<file path="src/rtl/pmp_pkg.sv">
// Shared constants and types of the PHY management poller.
// Assumes a single 50 MHz peripheral clock domain.
package pmp_pkg;

   // ---------------------------------------------------------------
   // Bus frame layout
   // ---------------------------------------------------------------
   localparam int          PHY_COUNT     = 32;
   localparam int          PREAMBLE_BITS = 32;
   localparam int          TA_BIT        = 46;
   localparam int          ACK_BIT       = 47;
   localparam int          LAST_BIT      = 63;
   localparam logic [1:0]  FRAME_START   = 2'h1;
   localparam logic [1:0]  OP_READ       = 2'h2;
   localparam logic [1:0]  OP_WRITE      = 2'h1;
   localparam logic [1:0]  TA_WRITE      = 2'h2;

   // ---------------------------------------------------------------
   // Polling and reset values
   // ---------------------------------------------------------------
   localparam logic [4:0]  POLL_REG_ADDR = 5'h01;
   localparam int          LINK_BIT_POS  = 2;
   localparam logic [31:0] BITMAP_RST    = 32'h0000_0000;
   localparam logic [15:0] HALF_MIN      = 16'h0001;

   typedef struct packed {
      logic        write;
      logic [4:0]  phy;
      logic [4:0]  reg_addr;
      logic [15:0] wdata;
   } pmp_req_s;

   typedef struct packed {
      logic        ack;
      logic [15:0] rdata;
   } pmp_rsp_s;

   typedef enum logic [1:0] {
      FR_IDLE = 2'b00,
      FR_LOW  = 2'b01,
      FR_HIGH = 2'b10
   } pmp_frame_e;

   typedef enum logic [0:0] {
      PL_IDLE = 1'b0,
      PL_WAIT = 1'b1
   } pmp_poll_e;

endpackage

</file>
<file path="src/rtl/pmp_poller.sv">
// PHY management poller: autonomous presence and link polling of 32 PHY
// addresses plus one software access channel with completion flags.
// Assumes all control inputs are synchronous to CLK and that write-one
// clear inputs are single-cycle pulses.
`timescale 1ns/1ps
module pmp_poller
   import pmp_pkg::*;
(
   input  wire logic        CLK,
   input  wire logic        SYS_RST,
   input  wire logic        ENABLE,
   input  wire logic [15:0] CLK_DIV,
   input  wire logic        NO_PREAMBLE,
   input  wire logic        ACC_GO,
   input  wire pmp_req_s    ACC_REQ,
   output logic             ACC_BUSY,
   output pmp_rsp_s         ACC_RSP,
   input  wire logic        ACC_DONE_MASK_SET,
   input  wire logic        ACC_DONE_MASK_CLR,
   input  wire logic        ACC_DONE_CLR,
   output logic             ACC_DONE_RAW,
   output logic             ACC_DONE_MASKED,
   output logic             ACC_DONE_IRQ,
   input  wire logic [4:0]  MONITORED_PHY_SELECT,
   input  wire logic        LINK_CHANGE_IRQ_ENABLE,
   input  wire logic        LINK_CHANGE_CLR,
   output logic             LINK_CHANGE_RAW,
   output logic             LINK_CHANGE_MASKED,
   output logic             LINK_CHANGE_IRQ,
   output logic [31:0]      PHY_ALIVE,
   output logic [31:0]      PHY_LINK,
   output logic             MDC,
   input  wire logic        MDIO_I,
   output logic             MDIO_O,
   output logic             MDIO_OE_N
);

   // ---------------------------------------------------------------
   // State
   // ---------------------------------------------------------------
   pmp_poll_e   st_q, st_d;
   logic [4:0]  addr_q, addr_d;
   logic        user_q, user_d;
   logic        go_q, go_d;
   pmp_req_s    req_q, req_d;
   pmp_rsp_s    rsp_q, rsp_d;
   logic [31:0] alive_q, alive_d, link_q, link_d;
   logic        mask_q, mask_d, draw_q, draw_d, dmsk_q, dmsk_d;
   logic        lraw_q, lraw_d, lmsk_q, lmsk_d;
   logic        f_start, f_busy, f_done, acc_ev, link_ev, new_link;
   pmp_req_s    f_req;
   pmp_rsp_s    f_rsp;

   // ---------------------------------------------------------------
   // Frame engine
   // ---------------------------------------------------------------
   // Polls and user accesses share one frame engine; only one frame runs at a time.
   pmp_frame u_frame (
      .clk         (CLK),
      .rst         (SYS_RST),
      .start       (f_start),
      .no_preamble (NO_PREAMBLE),
      .div         (CLK_DIV),
      .req         (f_req),
      .mdio_i      (MDIO_I),
      .busy        (f_busy),
      .done        (f_done),
      .rsp         (f_rsp),
      .mdc         (MDC),
      .mdio_o      (MDIO_O),
      .mdio_oe_n   (MDIO_OE_N)
   );

   // ---------------------------------------------------------------
   // Poll scheduler and user access
   // ---------------------------------------------------------------
   // Polls read the basic status register; a PHY that drives the ack bit
   // low is present, and the link status bit gives its link state.
   always_comb begin
      st_d     = st_q;
      addr_d   = addr_q;
      user_d   = user_q;
      go_d     = go_q;
      req_d    = req_q;
      rsp_d    = rsp_q;
      alive_d  = alive_q;
      link_d   = link_q;
      f_start  = 1'b0;
      f_req    = '{write: 1'b0, phy: addr_q, reg_addr: POLL_REG_ADDR, wdata: 16'h0000};
      acc_ev   = 1'b0;
      link_ev  = 1'b0;
      // An absent PHY reads as link down.
      new_link = f_rsp.ack & f_rsp.rdata[LINK_BIT_POS];
      // A go that arrives while an access is pending is ignored, so the
      // request in flight can never be overwritten half way.
      if (ACC_GO && !go_q) begin
         go_d    = 1'b1;
         req_d   = ACC_REQ;
         rsp_d   = '0;
      end
      case (st_q)
         PL_IDLE: begin
            // User accesses go first, so software waits at most one poll frame.
            if (go_q && !f_busy) begin
               f_req   = req_q;
               f_start = 1'b1;
               user_d  = 1'b1;
               st_d    = PL_WAIT;
            end else if (ENABLE && !f_busy) begin
               f_start = 1'b1;
               user_d  = 1'b0;
               st_d    = PL_WAIT;
            end
         end
         PL_WAIT: begin
            if (f_done) begin
               st_d = PL_IDLE;
               if (user_q) begin
                  go_d   = 1'b0;
                  acc_ev = 1'b1;
                  rsp_d  = req_q.write ? '0 : f_rsp;
               end else begin
                  alive_d[addr_q] = f_rsp.ack;
                  link_d[addr_q]  = new_link;
                  link_ev = (addr_q == MONITORED_PHY_SELECT) && (new_link != link_q[addr_q]);
                  // The address wraps from 31 to 0 by the counter's own width.
                  addr_d  = addr_q + 5'h01;
               end
            end
         end
         default: st_d = PL_IDLE;
      endcase
   end

   // ---------------------------------------------------------------
   // Event flags
   // ---------------------------------------------------------------
   // A new event wins over a clear arriving in the same cycle.
   always_comb begin
      // The mask clear wins over a mask set in the same cycle.
      mask_d = (mask_q | ACC_DONE_MASK_SET) & ~ACC_DONE_MASK_CLR;
      draw_d = (draw_q & ~ACC_DONE_CLR) | acc_ev;
      dmsk_d = draw_d & mask_d;
      lraw_d = (lraw_q & ~LINK_CHANGE_CLR) | link_ev;
      lmsk_d = lraw_d & LINK_CHANGE_IRQ_ENABLE;
   end

   // ---------------------------------------------------------------
   // Registers
   // ---------------------------------------------------------------
   // Reset empties both bitmaps, so presence builds up afresh after it.
   always_ff @(posedge CLK or posedge SYS_RST) begin
      if (SYS_RST) begin
         st_q    <= PL_IDLE;
         addr_q  <= 5'h00;
         user_q  <= 1'b0;
         go_q    <= 1'b0;
         req_q   <= '0;
         rsp_q   <= '0;
         alive_q <= BITMAP_RST;
         link_q  <= BITMAP_RST;
         mask_q  <= 1'b0;
         draw_q  <= 1'b0;
         dmsk_q  <= 1'b0;
         lraw_q  <= 1'b0;
         lmsk_q  <= 1'b0;
      end else begin
         st_q    <= st_d;
         addr_q  <= addr_d;
         user_q  <= user_d;
         go_q    <= go_d;
         req_q   <= req_d;
         rsp_q   <= rsp_d;
         alive_q <= alive_d;
         link_q  <= link_d;
         mask_q  <= mask_d;
         draw_q  <= draw_d;
         dmsk_q  <= dmsk_d;
         lraw_q  <= lraw_d;
         lmsk_q  <= lmsk_d;
      end
   end

   // ---------------------------------------------------------------
   // Outputs
   // ---------------------------------------------------------------
   // Interrupts are levels; the wrapper is expected to make edges of them.
   // Each interrupt mirrors its masked flag, so both clear together.
   assign ACC_BUSY           = go_q;
   assign ACC_RSP            = rsp_q;
   assign ACC_DONE_RAW       = draw_q;
   assign ACC_DONE_MASKED    = dmsk_q;
   assign ACC_DONE_IRQ       = dmsk_q;
   assign LINK_CHANGE_RAW    = lraw_q;
   assign LINK_CHANGE_MASKED = lmsk_q;
   assign LINK_CHANGE_IRQ    = lmsk_q;
   assign PHY_ALIVE          = alive_q;
   assign PHY_LINK           = link_q;

endmodule

</file>
<file path="src/rtl/pmp_frame.sv">
// Serial frame engine: shifts one management frame on the two-wire bus.
// Assumes the caller holds start for one cycle only while busy is low.
`timescale 1ns/1ps
module pmp_frame
   import pmp_pkg::*;
(
   input  wire logic     clk,
   input  wire logic     rst,
   input  wire logic     start,
   input  wire logic     no_preamble,
   input  wire logic [15:0] div,
   input  wire pmp_req_s req,
   input  wire logic     mdio_i,
   output logic          busy,
   output logic          done,
   output pmp_rsp_s      rsp,
   output logic          mdc,
   output logic          mdio_o,
   output logic          mdio_oe_n
);

   pmp_frame_e  state_q, state_d;
   logic [15:0] cnt_q, cnt_d, half;
   logic [5:0]  bit_q, bit_d;
   logic [31:0] word_q, word_d;
   logic        rd_q, rd_d, done_q, done_d, mdc_q, mdc_d, mdo_q, mdo_d, oen_q, oen_d;
   pmp_rsp_s    rsp_q, rsp_d;

   // Bits below the preamble length are all ones; the rest come from the word.
   function automatic logic bit_val(input logic [31:0] w, input logic [5:0] k);
      bit_val = k[5] ? w[~k[4:0]] : 1'b1;
   endfunction

   // On a read the PHY owns the line from the turnaround onward.
   function automatic logic rel_n(input logic rd, input logic [5:0] k);
      rel_n = rd && (k >= 6'(TA_BIT));
   endfunction

   // --------------------------------------------------------------
   // Clock divider and shifter
   // --------------------------------------------------------------
   // The divider gives a full bus clock period of div input cycles; odd values round down, and values below 2 give 2.
   assign half = (div[15:1] == 15'h0000) ? HALF_MIN : {1'b0, div[15:1]};

   always_comb begin
      state_d = state_q;
      cnt_d   = cnt_q;
      bit_d   = bit_q;
      word_d  = word_q;
      rd_d    = rd_q;
      rsp_d   = rsp_q;
      mdc_d   = mdc_q;
      mdo_d   = mdo_q;
      oen_d   = oen_q;
      done_d  = 1'b0;
      case (state_q)
         FR_IDLE: begin
            if (start) begin
               word_d  = {FRAME_START, req.write ? OP_WRITE : OP_READ, req.phy,
                          req.reg_addr, TA_WRITE, req.wdata};
               rd_d    = ~req.write;
               bit_d   = no_preamble ? 6'(PREAMBLE_BITS) : 6'h00;
               mdo_d   = bit_val(word_d, bit_d);
               oen_d   = rel_n(rd_d, bit_d);
               mdc_d   = 1'b0;
               cnt_d   = 16'h0000;
               rsp_d   = '0;
               state_d = FR_LOW;
            end
         end
         FR_LOW: begin
            cnt_d = cnt_q + 16'h0001;
            if (cnt_q == half - 16'h0001) begin
               cnt_d   = 16'h0000;
               mdc_d   = 1'b1;
               state_d = FR_HIGH;
               // Data is sampled as the bus clock rises.
               if (rd_q && bit_q == 6'(ACK_BIT)) begin
                  rsp_d.ack = ~mdio_i;
               end else if (rd_q && bit_q > 6'(ACK_BIT)) begin
                  rsp_d.rdata = {rsp_q.rdata[14:0], mdio_i};
               end
            end
         end
         FR_HIGH: begin
            cnt_d = cnt_q + 16'h0001;
            if (cnt_q == half - 16'h0001) begin
               cnt_d = 16'h0000;
               mdc_d = 1'b0;
               if (bit_q == 6'(LAST_BIT)) begin
                  mdo_d   = 1'b1;
                  oen_d   = 1'b1;
                  done_d  = 1'b1;
                  state_d = FR_IDLE;
               end else begin
                  bit_d   = bit_q + 6'h01;
                  mdo_d   = bit_val(word_q, bit_d);
                  oen_d   = rel_n(rd_q, bit_d);
                  state_d = FR_LOW;
               end
            end
         end
         default: state_d = FR_IDLE;
      endcase
   end

   always_ff @(posedge clk or posedge rst) begin
      if (rst) begin
         state_q <= FR_IDLE;
         cnt_q   <= 16'h0000;
         bit_q   <= 6'h00;
         word_q  <= 32'h0000_0000;
         rd_q    <= 1'b0;
         rsp_q   <= '0;
         mdc_q   <= 1'b0;
         mdo_q   <= 1'b1;
         oen_q   <= 1'b1;
         done_q  <= 1'b0;
      end else begin
         state_q <= state_d;
         cnt_q   <= cnt_d;
         bit_q   <= bit_d;
         word_q  <= word_d;
         rd_q    <= rd_d;
         rsp_q   <= rsp_d;
         mdc_q   <= mdc_d;
         mdo_q   <= mdo_d;
         oen_q   <= oen_d;
         done_q  <= done_d;
      end
   end

   assign busy      = (state_q != FR_IDLE);
   assign done      = done_q;
   assign rsp       = rsp_q;
   assign mdc       = mdc_q;
   assign mdio_o    = mdo_q;
   assign mdio_oe_n = oen_q;

endmodule

</file>
<file path="config.mk">
export PLATFORM = sky130hd
export DESIGN_NAME = pmp_poller
export DESIGN_NICKNAME = d
export VERILOG_FILES = /design/src/rtl/pmp_pkg.sv /design/src/rtl/pmp_poller.sv /design/src/rtl/pmp_frame.sv
export SDC_FILE = /design/constraint.sdc
export NUM_CORES = 1
export LEC_CHECK = 0
export BUFFER_PORTS_ARGS = -buffer_cell sky130_fd_sc_hd__buf_2
export CAP_MARGIN = 10
export CORE_MARGIN = 10
export CORE_UTILIZATION = 60
export CTS_CLUSTER_DIAMETER = 60
export CTS_CLUSTER_SIZE = 28
export DETAILED_ROUTE_END_ITERATION = 8
export GPL_TIMING_DRIVEN = 1
export HOLD_SLACK_MARGIN = 0.06
export PLACE_DENSITY_LB_ADDON = 0.05
export SLEW_MARGIN = 20
export SYNTH_ARGS = -nofsm -noshare
export SYNTH_HDL_FRONTEND = slang
export SYNTH_HIERARCHICAL = 1
export SYNTH_SLANG_ARGS = --single-unit
export TNS_END_PERCENT = 20
</file>
<file path="constraint.sdc">
create_clock -name CLK -period 6.5 [get_ports CLK]
set_input_delay 0.65 -clock CLK [delete_from_list [all_inputs] [get_ports CLK]]
set_output_delay 0.65 -clock CLK [all_outputs]
set_load 0.05 [all_outputs]
</file>
Word level (Yosys, flattened, before mapping):

Cells that the tools add are included.

* bits in registers: 197
* bits of input ports: 59
* output and inout bits: 91
* word-level logic and storage cells: 173

* add/subtract/negate cells: 4
* magnitude comparators: 7
* equality and inequality tests: 14
* mux-type cells: 72
* bitwise gates (word level): 18
* reductions and logical operators: 30

Operator list (count)
* two-way mux 17 bit: 7
* bitwise mux 32 bit: 2
* two-way mux 16 bit: 4
* two-way mux 27 bit: 2
* two-way mux 1 bit: 36
* one-hot mux 17 bit (2 select lines): 1
* one-hot mux 16 bit (2 select lines): 1
* two-way mux 6 bit: 4
* < comparator 5 x 6 -> 1 bit (second input constant): 3
* adder 16 x 1 -> 16 bit (second input constant): 1
* == test 16 bit: 1
* subtractor 16 x 1 -> 16 bit (second input constant): 1
* binary-select mux 1 bit (select 5 bit): 3
* logical NOT 15 bit: 1
* two-way mux 15 bit: 1
* == test 6 bit (second input constant): 2
* greater-or-equal comparator 6 bit (second input constant): 2
* one-hot mux 6 bit (2 select lines): 1
* AND reduction 4 bit: 3
* inverter 5 bit: 2
* nonzero test 2 bit: 5
* logical AND 1 bit: 9
* AND reduction 3 bit: 3
* two-way mux 2 bit: 4
* other kinds (23): 46

Depth between registers and ports, before layout:

Gate-level depths: netlist (run 1).

* word-level depth: 11
* depth in mapped cells: 15
* mapped depth without buffers: 12

Hierarchy:

Netlist (run 1), hierarchy kept.

Modules (own cells, without submodules)
* pmp_poller: times used 1, cells an instance 432, area an instance 5449.0 um^2, seq. area each 3027.9 um^2
* pmp_frame: times used 1, cells an instance 493, area an instance 4535.6 um^2, seq. area each 1854.3 um^2

Worst setup path before layout (run 1):

No wires, ideal clock.

* path kind: input to register
* start: input CLK_DIV[10]
* end: register u_frame.rsp_q, in the netlist u_frame/rsp[16]
* library setup time: 69 ps
* arrival time: 3928 ps
* data required time: 6431 ps
* setup slack: 2503 ps
* stages on the path: 14
* path buffers: 2
* path through: or3_1 -> clkbuf_1 -> nor4_1 -> a21oi_1 -> ha_1 -> or3b_2 -> or3_1 -> a32o_1 -> o21ai_0 -> nand3_1 -> or3_1 -> buf_2 -> or4b_1 -> nand3_1

* word-level cells in the longest chain between the ends: 6

RTL lines
* start, declared: line pmp_poller.sv:12 `input wire logic [15:0] CLK_DIV,`
* logical NOT 15 bit: line pmp_frame.sv:43 `assign half = (div[15:1] == 15'h0000) ? HALF_MIN : {1'b0, div[15:1]};`
* two-way mux 15 bit *: line pmp_frame.sv:43
* subtractor 16 x 1 -> 16 bit *: line pmp_frame.sv:73 `if (cnt_q == half - 16'h0001) begin`
* == test 16 bit *: line pmp_frame.sv:73
* inequality test 2 x 1 -> 1 bit (no line) *
* AND reduction 4 bit (no line) *
* end signal, assigned: line pmp_frame.sv:125 `rsp_q <= rsp_d;`
* end, declared: line pmp_frame.sv:27 `pmp_rsp_s rsp_q, rsp_d;`

Mark *: on every way between the ends. The rest lies on a longest branch, timed or not.
A chain may end at the register's enable or synchronous reset.

Worst setup path in the final report (run 1):

Same ends and word-level chain as after synthesis.

==> results of run 1 <==
-- per-layer routing --
| metal | wire length [um] | vias to the layer above | track usage |
|---|---|---|---|
| li1 | - | 3580 | - |
| met1 | 10600 | 3664 | 0.291 |
| met2 | 10500 | 194 | 0.312 |
| met4 | 495 | 0 | 0.0741 |
| met5 | 0 | - | 0 |
| met3 | 1470 | 38 | 0.0567 |
-- layout make-up --
cell class	instances	area, um2	share of cell area
Timing Repair Buffer	158	820	0.0719
Multi-Input combinational cell	645	4740	0.416
Clock inverter	11	143	0.0125
Inverter	20	77.6	0.00680
Tap cell	220	275	0.0241
Sequential cell	195	4880	0.428
Antenna cell	2	5.00	0.000439
Clock buffer	20	457	0.0400
-- registers in the layout (all words and copies together), names as in the netlist, 2 cells and up --
register,flops
u_frame/word_q,29
u_frame/rsp,17
u_frame/bit_q,6
u_frame/state_q,2
addr_q,5
PHY_ALIVE,32
PHY_LINK,32
ACC_RSP,17
req_q,27
u_frame/cnt_q,16
-- cell families (layout without fill, tap and decap cells) --
family	count (synthesis)	after routing	synth area share
XOR/XNOR	26	26	0.0228
other	0	2	0
buffers and inverters	85	209	0.0370
AO/OA/AOI/OAI	127	127	0.0898
adder cells (fa/ha/maj)	13	13	0.0163
AND/OR/NAND/NOR	330	330	0.170
flip-flops	195	195	0.489
multiplexers	149	149	0.175
-- critical path, delay by kind of cell --
family | cells | cell delay (ns)
AO/OA/AOI/OAI | 4 | 1.00
AND/OR/NAND/NOR | 7 | 2.71
adder cells (fa/ha/maj) | 1 | 0.28
buffers and inverters | 1 | 0.13
-- synth_stat cells, types with 14 or more instances --
master	n	area (um2)
nand3_1	79	395
a22o_1	24	210
clkbuf_1	42	158
nor2_1	41	154
inv_1	19	71.3
nor3_1	21	105
mux2i_1	19	190
dfrtp_1	193	4830
xnor2_1	20	175
buf_2	14	70.1
o21ai_0	36	180
mux2_2	119	1340
nand2_1	82	308
and3_1	25	156
-- worst max-delay path by stage --
stage | start | endpoint | slack (ns) | cells past startpoint
3_5_place_dp | CLK_DIV[10] | u_frame/cnt_q[7]$_DFFE_PP0P_ | 1.41 | 13
2_1_floorplan | CLK_DIV[10] | u_frame/rsp[16]$_DFFE_PP0P_ | 2.50 | 14
5_1_grt | CLK_DIV[10] | u_frame/cnt_q[5]$_DFFE_PP0P_ | 1.76 | 13
4_1_cts | CLK_DIV[10] | u_frame/cnt_q[7]$_DFFE_PP0P_ | 1.87 | 13
6_report | CLK_DIV[10] | u_frame/rsp[16]$_DFFE_PP0P_ | 2.09 | 13
3_3_place_gp | CLK_DIV[10] | u_frame/cnt_q[7]$_DFFE_PP0P_ | 1.45 | 13
-- stage by stage --
step           total power [uW]  cell area (um2)  setup WS, ns  hold WS (ns)  instances
2_1_floorplan              1790             9980          2.50         0.453        925
3_3_place_gp               1930            10800          1.45         0.466       1237
3_5_place_dp               1940            10800          1.41         0.482       1237
4_1_cts                    3010            11400          1.87         0.320       1268
5_1_grt                    3130            11400          1.76         0.355       1269
6_report                   2990            11400          2.09         0.303       1271
-- power by group --
group | switching [uW] | internal, uW
Combinational | 335 | 194
Sequential | 73.6 | 1310
Clock | 478 | 599
-- cell usage in the layout (no fill, tap or decap), types with 6 or more instances in the layout --
| cell type | instances |
|---|---|
| dfrtp_1 | 192 |
| buf_2 | 148 |
| mux2_2 | 119 |
| nand2_1 | 82 |
| nand3_1 | 79 |
| nor2_1 | 40 |
| o21ai_0 | 36 |
| and3_1 | 25 |
| a22o_1 | 24 |
| nor3_1 | 21 |
| xnor2_1 | 20 |
| mux2i_1 | 19 |
| inv_1 | 17 |
| clkbuf_16 | 17 |
| or3_1 | 13 |
| ha_1 | 13 |
| a21oi_1 | 13 |
| nand4_1 | 10 |
| and2_1 | 9 |
| buf_4 | 9 |
| o211ai_1 | 9 |
| mux4_2 | 8 |
| nand2b_1 | 7 |
| or3b_2 | 7 |
| o221ai_1 | 7 |
| nand3b_1 | 6 |
| xor2_1 | 6 |
| nor4_1 | 6 |
| o311ai_0 | 6 |
==> summary.txt, run 1 <==
max-cap viol count = 0
detailed placement HPWL = 16200 um
CTS max path bufs = 2
period utilization = 0.678
Hold Vio Cnt, Final = 0
1st-iter DRT viols = 484
CTS H-tree lvls = 4
Core ar. = 0.0165 mm2
Worst path slowest cell = or3_1
PortBufs = 148
Yosys warning count = 6
crit start category = input pin
DR vias/cell = 5.88
Clock Tree Root = clkbuf_16
Synth Instances = 925
Antenna Violating Nets Remaining = 0
cell row count = 47
TritonCTS clock tree = built
routability cong. = 0.827
Hold Buf Count CTS = 0
nets = 1109
Async SR Flop Fraction = 1.00
initial core utilization = 0.606
r2r endpoint = u_frame/bit_q[4]$_DFFE_PP0P_
RSZ-0062 raised after global routing = no
clock sinks = 195
DR pass1 iterations = 5
GRT Util Overall = 0.210
worst slew margin relative to its limit = 0.367
final worst path period need = 4.41 ns
DRC viols = 0
flop-to-flop setup slack = 3.37 ns
Via Count = 7476
Reg clk slew, reported paths = 0.07 ns
synthesized cell area = 0.00998 mm2
largest net degree at the start of global routing = 76
EDFF count, synth = 0
antenna violations before repair = 2
layout overhead on the synthesized area = 14.2%
CTS-repair resized insts = 0
Die ar. = 0.0222 mm2
final setup fails = 0
Die Y-Extent = 149 um
Hold WC Path Type = in2async
Layout Skew = 0.0104 ns
fmax = 227 MHz
fillers = 1255
die width = 149 um
worst vdd ir = 0.223 mV
Layout Utilization = 0.693
critical path class = in2reg
Pleak = 0.00547 uW
routed wire length = 23000 um
Cell variety after synth = 68
post-synthesis sequential area ratio = 0.489
Worst-Skew Late Latency = 0.44 ns
CP Data Arrival Time = 4.78 ns
Yosys reg bits = 195
Top Ports = 150
Post-CTS Setup Inserts = 0
Crit path largest cell delay = 0.58 ns
mean cell area of the mapped netlist = 10.8 um2
Worst Tran Pin Value = 0.949 ns
Reg2Reg Depth = 11
GR Overflow Total = 0
status = complete, no violations
Critical Path End Type = flip-flop
pwr dens = 262 mW/mm2
post-route setup TNS = 0 ns
Final Max Slew Viols = 0
Critical Path RT = 6.87 ns
CP cell instances = buf_2 > or3_1 > nor4_1 > a21oi_1 > ha_1 > or3b_2 > o21ai_0 > a32o_1 > o21ai_0 > nand3_1 > or3_1 > or4b_1 > nand3_1
Most used DFF post-synth = dfrtp_1
RR Startpoint = u_frame/state_q[0]$_DFFE_PP0P_
syn nets = 997
first-pass GRT wire length = 38500 um
routed len/inst = 18.1 um
CP max FO = 15
layout cells sized above 1 = 0.325
CTS Buf Count = 17
vias in the first global route = 7549
Note: power is estimated with default switching activity, not from simulation.
==> run 2: changes to the inputs <==
CORE_UTILIZATION = 52   (was 60)
clock period = 3.7 ns   (was 6.5 ns; I/O delays follow)
==> run 2 against run 1 <==
Global-route usage fell by 1.8 points. Sequential power up 76%. Critical path depth rose by 2. Worst hold slack got worse by 0.21 ns. Flip-flop and latch count unchanged. Cell area is 2.3% higher. Largest power group unchanged.
==> summary.txt, run 2 (synthesis results as in run 1) <==
status = complete, no violations
hold path depth = 2
largest net degree at the start of global routing = 66
Net Sw Frac = 0.305
CP cell instances = buf_2 > or3_1 > nor4_1 > buf_4 > a21oi_1 > ha_1 > or3b_2 > or3_1 > a32o_1 > o21ai_1 > nand3_1 > or3_1 > buf_4 > nand3_1 > o311ai_0
Layout Skew = 0.0123 ns
max-cap viol count = 0
Pleak = 0.00562 uW
Critical Path RT = 3.99 ns
routed wire length = 23800 um
Hold Vio Cnt, Final = 0
Core ar. = 0.0188 mm2
nets = 1140
die width = 159 um
vias in the first global route = 7574
clock sinks = 195
Crit path largest cell delay = 0.52 ns
most frequent cells in the layout = 193 x dfrtp_1, 148 x buf_2, 119 x mux2_2, 82 x nand2_1, 79 x nand3_1
first-pass GRT wire length = 39200 um
initial core utilization = 0.532
PortBufs = 148
r2r endpoint = u_frame/rsp[16]$_DFFE_PP0P_
Top cell by count, worst path = or3_1
combinational share of power = 0.177
Die ar. = 0.0251 mm2
Hold WC Path Type = in2reg
DRC viols = 0
cell row count = 50
commonest non-fill, non-tap cell in the layout = dfrtp_1
CTS Buf Count = 17
Top Ports = 150
antenna violations before repair = 2
TritonCTS clock tree = built
Clock Tree Root = clkbuf_16
Antenna Violating Nets Remaining = 0
Worst Tran Pin Value = 0.891 ns
worst slew margin relative to its limit = 0.406
Hold Crit Endpoint = mask_q$_DFF_PP0_
worst vdd ir = 0.313 mV
Reg clk slew, reported paths = 0.07 ns
CTS H-tree lvls = 4
detailed placement HPWL = 17200 um
Final Max Slew Viols = 0
diode count = 0
crit start category = input pin
RSZ-0062 raised after global routing = no
Worst path slowest cell = or3b_2
Via Count = 7543
1st-iter DRT viols = 382
final setup fails = 0
pwr dens = 456 mW/mm2
CP Data Arrival Time = 3.58 ns
Post-CTS Setup Inserts = 0
DR pass1 iterations = 4
GR Overflow Total = 0
DR vias/cell = 5.74
routed len/inst = 18.1 um
CP delay by family, top = simple AND/OR/NAND/NOR gates
Die Y-Extent = 159 um
CTS-repair resized insts = 0
Reg2Reg Depth = 11
Hold Buf Count CTS = 0
post-route cell area = 0.0117 mm2
Final Power = 5320 uW
Psw = 1620 uW
layout cells sized above 1 = 0.343
power share of the clock group = 0.362
Critical Path Source = CLK_DIV[12]
GRT Util Overall = 0.193
layout overhead on the synthesized area = 16.8%
CTS max path bufs = 2
Buffers & Inverters on Critical Path = 3
part of the power in registers = 0.461
fmax = 304 MHz
Int Power = 3700 uW
period utilization = 0.890
flop-to-flop setup slack = 0.99 ns
Critical Path End Type = flip-flop
CP max FO = 7
final worst path period need = 3.29 ns
routability cong. = 0.835
Worst-Skew Late Latency = 0.44 ns
critical path class = in2reg
RR Startpoint = u_frame/state_q[1]$_DFFE_PP0P_
dpl cell area = 0.0110 mm2
HP Start = ACC_DONE_MASK_CLR
## run 2: final cells by class
cell class | count | area, um2
multi-input cells | 645 | 4740
well taps | 234 | 293
clock buffers | 17 | 425
fillers | 1606 | 7100
flip-flops and latches | 195 | 4880
inverters | 20 | 77.6
repair buffers | 189 | 1060
clock inverters | 15 | 191
## run 2: per-layer routing
metal | routed length (um) | vias to the layer above | global-route usage
met2 | 11000 | 168 | 0.300
met5 | 21 | - | 0
met1 | 11000 | 3718 | 0.262
li1 | - | 3628 | -
met4 | 312 | 4 | 0.0507
met3 | 1430 | 25 | 0.0496
## run 2: how the worst max path moves through the flow
stage,to,slack [ns],depth (start not counted)
final,u_frame/cnt_q[5]$_DFFE_PP0P_,0.41,15
after global routing,u_frame/cnt_q[11]$_DFFE_PP0P_,0.19,15
after detailed placement,u_frame/cnt_q[11]$_DFFE_PP0P_,-0.06,15
after CTS,u_frame/cnt_q[11]$_DFFE_PP0P_,0.38,15
after floorplan,u_frame/rsp[16]$_DFFE_PP0P_,0.07,14
after global placement,u_frame/cnt_q[13]$_DFFE_PP0P_,0.003,15
## run 2: worst reg2reg max path, cell delays in order, from the launching register on
cell	delay (ns)
dfrtp_1	0.45
inv_1	0.11
ha_1	0.29
inv_1	0.09
nor2_1	0.15
o21a_1	0.24
nand2b_1	0.27
o21ai_1	0.10
buf_4	0.23
a21o_1	0.18
or4b_1	0.46
nand3_1	0.09
## run 2: through the flow
step / util / hold slack, ns / setup slack (ns) / setup TNS [ns] / cells
2_1_floorplan: - / 0.444 / 0.0709 / 0 / 925
3_3_place_gp: 0.589 / 0.465 / 0.00328 / 0 / 1283
3_5_place_dp: 0.589 / 0.483 / -0.0578 / -0.208 / 1283
4_1_cts: 0.622 / 0.0684 / 0.376 / 0 / 1315
5_1_grt: 0.622 / 0.0803 / 0.186 / 0 / 1315
6_report: 0.622 / 0.0907 / 0.407 / 0 / 1315
## run 2: power groups by stage
| stage | Clock (uW) | Combinational (uW) | Sequential [uW] |
|---|---|---|---|
| 2_1_floorplan | 0 | 675 | 2470 |
| 4_1_cts | 1980 | 958 | 2450 |
| 5_1_grt | 2060 | 1050 | 2480 |
| 6_report | 1930 | 943 | 2450 |
| 3_3_place_gp | 0 | 937 | 2490 |
| 3_5_place_dp | 0 | 956 | 2490 |
==> run 3: changes to the inputs <==
==> constraint.sdc (replaced) <==
create_clock -name CLK -period 3.7 [get_ports CLK]
set_input_delay 0.185 -clock CLK [delete_from_list [all_inputs] [get_ports CLK]]
set_output_delay 0.185 -clock CLK [all_outputs]
set_load 0.05 [all_outputs]
==> run 3 against run 2 <==
Worst setup slack better by 0.076 ns. Clock skew is 0.0035 ns higher. Core utilization is 1.6 points higher. Clock power hardly changed. Clock-buffer cell count is 2 higher. Worst hold slack better by 0.0098 ns. Non-clock buffer count is 27 higher. Sequential share of layout area is 1.1 points lower.
==> summary.txt, run 3 (synthesis results as in run 1) <==
worst slew margin relative to its limit = 0.411
routed wire length = 24300 um
Reg clk slew, reported paths = 0.07 ns
CTS Buf Count = 17
Worst-Skew Late Latency = 0.44 ns
Buffers & Inverters on Critical Path = 4
initial core utilization = 0.532
Crit path largest cell delay = 0.48 ns
fillers = 1574
Layout Skew = 0.0157 ns
TritonCTS clock tree = built
Critical Path End Type = flip-flop
Die ar. = 0.0251 mm2
r2r endpoint = LINK_CHANGE_IRQ$_DFF_PP0_
flop-to-flop setup slack = 0.72 ns
Critical Path RT = 3.98 ns
Psw = 1630 uW
CP max FO = 8
met3 Use GR = 0.0429
RSZ-0062 raised after global routing = no
Int Power = 3750 uW
met2 GRT Util = 0.302
detailed placement HPWL = 17200 um
Net Sw Frac = 0.303
Worst path slowest cell = or3b_2
routed len/inst = 18.1 um
Post-CTS Setup Inserts = 0
fmax = 311 MHz
period utilization = 0.870
Clock Tree Root = clkbuf_16
antenna violations before repair = 0
cell row count = 50
Die Y-Extent = 159 um
status = complete, no violations
met1 Use GR = 0.279
clock sinks = 195
Reg2Reg Depth = 7
CTS H-tree lvls = 4
hold path depth = 4
Layout Utilization = 0.638
final worst path period need = 3.22 ns
critical path class = in2reg
DR pass1 iterations = 4
PortBufs = 148
vias in the first global route = 7606
pwr dens = 449 mW/mm2
GR Overflow Total = 0
most used routing layer = met2
post-route cell area = 0.0120 mm2
die width = 159 um
part of the power in registers = 0.454
worst vdd ir = 0.337 mV
Top Ports = 150
commonest non-fill, non-tap cell in the layout = dfrtp_1
CTS max path bufs = 2
routability cong. = 0.834
largest net degree at the start of global routing = 122
Hold Crit Endpoint = u_frame/mdio_o$_DFFE_PP1P_
power share of the clock group = 0.364
final setup fails = 0
DR vias/cell = 5.68
nets = 1167
RR Startpoint = addr_q[1]$_DFFE_PP0P_
Worst Tran Pin Value = 0.884 ns
combinational share of power = 0.182
Via Count = 7630
HP Start = NO_PREAMBLE
1st-iter DRT viols = 502
Hold Vio Cnt, Final = 0
max-cap viol count = 0
GRT Util Overall = 0.198
Antenna Violating Nets Remaining = 0
Final Max Slew Viols = 0
Hold WC Path Type = in2reg
most frequent cells in the layout = 193 x dfrtp_1, 148 x buf_2, 119 x mux2_2, 82 x nand2_1, 79 x nand3_1
layout cells sized above 1 = 0.325
Pleak = 0.00574 uW
post-route setup TNS = 0 ns
Core ar. = 0.0188 mm2
dpl cell area = 0.0110 mm2
first-pass GRT wire length = 40200 um
crit start category = input pin
CP cell instances = buf_2 > or3_1 > nor4_1 > buf_4 > a21oi_1 > ha_1 > or3b_2 > or3_1 > a32o_1 > o21ai_0 > buf_4 > nand3_1 > or3_1 > buf_4 > nand3_1 > o311ai_0
CP delay by family, top = simple AND/OR/NAND/NOR gates
layout overhead on the synthesized area = 19.9%
CP Data Arrival Time = 3.50 ns
DRC viols = 0
## run 3: cell count changes in the layout (fill, tap and decap cells not counted), sizes merged
cell,before,now
buf,189,179
clkbuf,17,19
clkinv,4,3
clkinvlp,3,0
diode,0,1
dlygate4sd3,0,37
inv,26,28
## run 3: layer usage
layer  part of all wire  routed length (um)  up-vias
li1                   -                   -     3690
met1               0.47               11500     3738
met2               0.46               11100      171
met3              0.051                1250       31
met4              0.016                 385        0
met5                  0                   0        -
## run 3: worst max-delay path by stage
stage / start / endpoint / slack, ns / cells past startpoint
finish: CLK_DIV[10] / u_frame/cnt_q[13]$_DFFE_PP0P_ / 0.48 / 16
global route: CLK_DIV[10] / u_frame/cnt_q[13]$_DFFE_PP0P_ / 0.27 / 16
CTS: CLK_DIV[10] / u_frame/cnt_q[13]$_DFFE_PP0P_ / 0.49 / 16
detailed placement: CLK_DIV[10] / u_frame/cnt_q[13]$_DFFE_PP0P_ / 0.07 / 16
global placement: CLK_DIV[10] / u_frame/cnt_q[13]$_DFFE_PP0P_ / 0.15 / 16
floorplan: CLK_DIV[10] / u_frame/rsp[16]$_DFFE_PP0P_ / 0.17 / 14
## run 3: tightest hold or removal path, stage by stage
cell      delay [ns]
buf_2           0.10
nor3_1          0.05
a21oi_1         0.11
o211ai_1        0.09
## run 3: through the flow
step / setup slack (ns) / cells / total power (uW) / hold slack [ns]
final: 0.483 / 1343 / 5370 / 0.101
after global routing: 0.270 / 1342 / 5650 / 0.123
after CTS: 0.489 / 1342 / 5420 / 0.0923
after detailed placement: 0.0674 / 1273 / 3440 / 0.114
after global placement: 0.148 / 1273 / 3420 / 0.116
after floorplan: 0.168 / 925 / 3140 / 0.259
## run 3: repair_timing
| action | CTS | global route |
|---|---|---|
| gates resized for setup | 0 | 0 |
| hold buffers | 37 | 0 |
| endpoints found under the setup margin | 0 | 0 |
| hold endpoints to repair | 228 | 0 |
## run 3: cell type report
cell class / instances / area [um2] / share of cell area
inverters: 20 / 77.6 / 0.00648
clock buffers: 19 / 443 / 0.0370
diodes: 1 / 2.50 / 0.000209
clock inverters: 13 / 181 / 0.0152
repair buffers: 216 / 1360 / 0.113
multi-input cells: 645 / 4740 / 0.396
flip-flops and latches: 195 / 4880 / 0.408
well taps: 234 / 293 / 0.0245
## run 3: power by group through the flow
stage | clock network [uW] | logic, uW | registers (uW)
2_1_floorplan | 0 | 675 | 2470
3_3_place_gp | 0 | 942 | 2470
3_5_place_dp | 0 | 957 | 2480
4_1_cts | 1990 | 987 | 2440
5_1_grt | 2090 | 1100 | 2460
6_report | 1960 | 980 | 2440
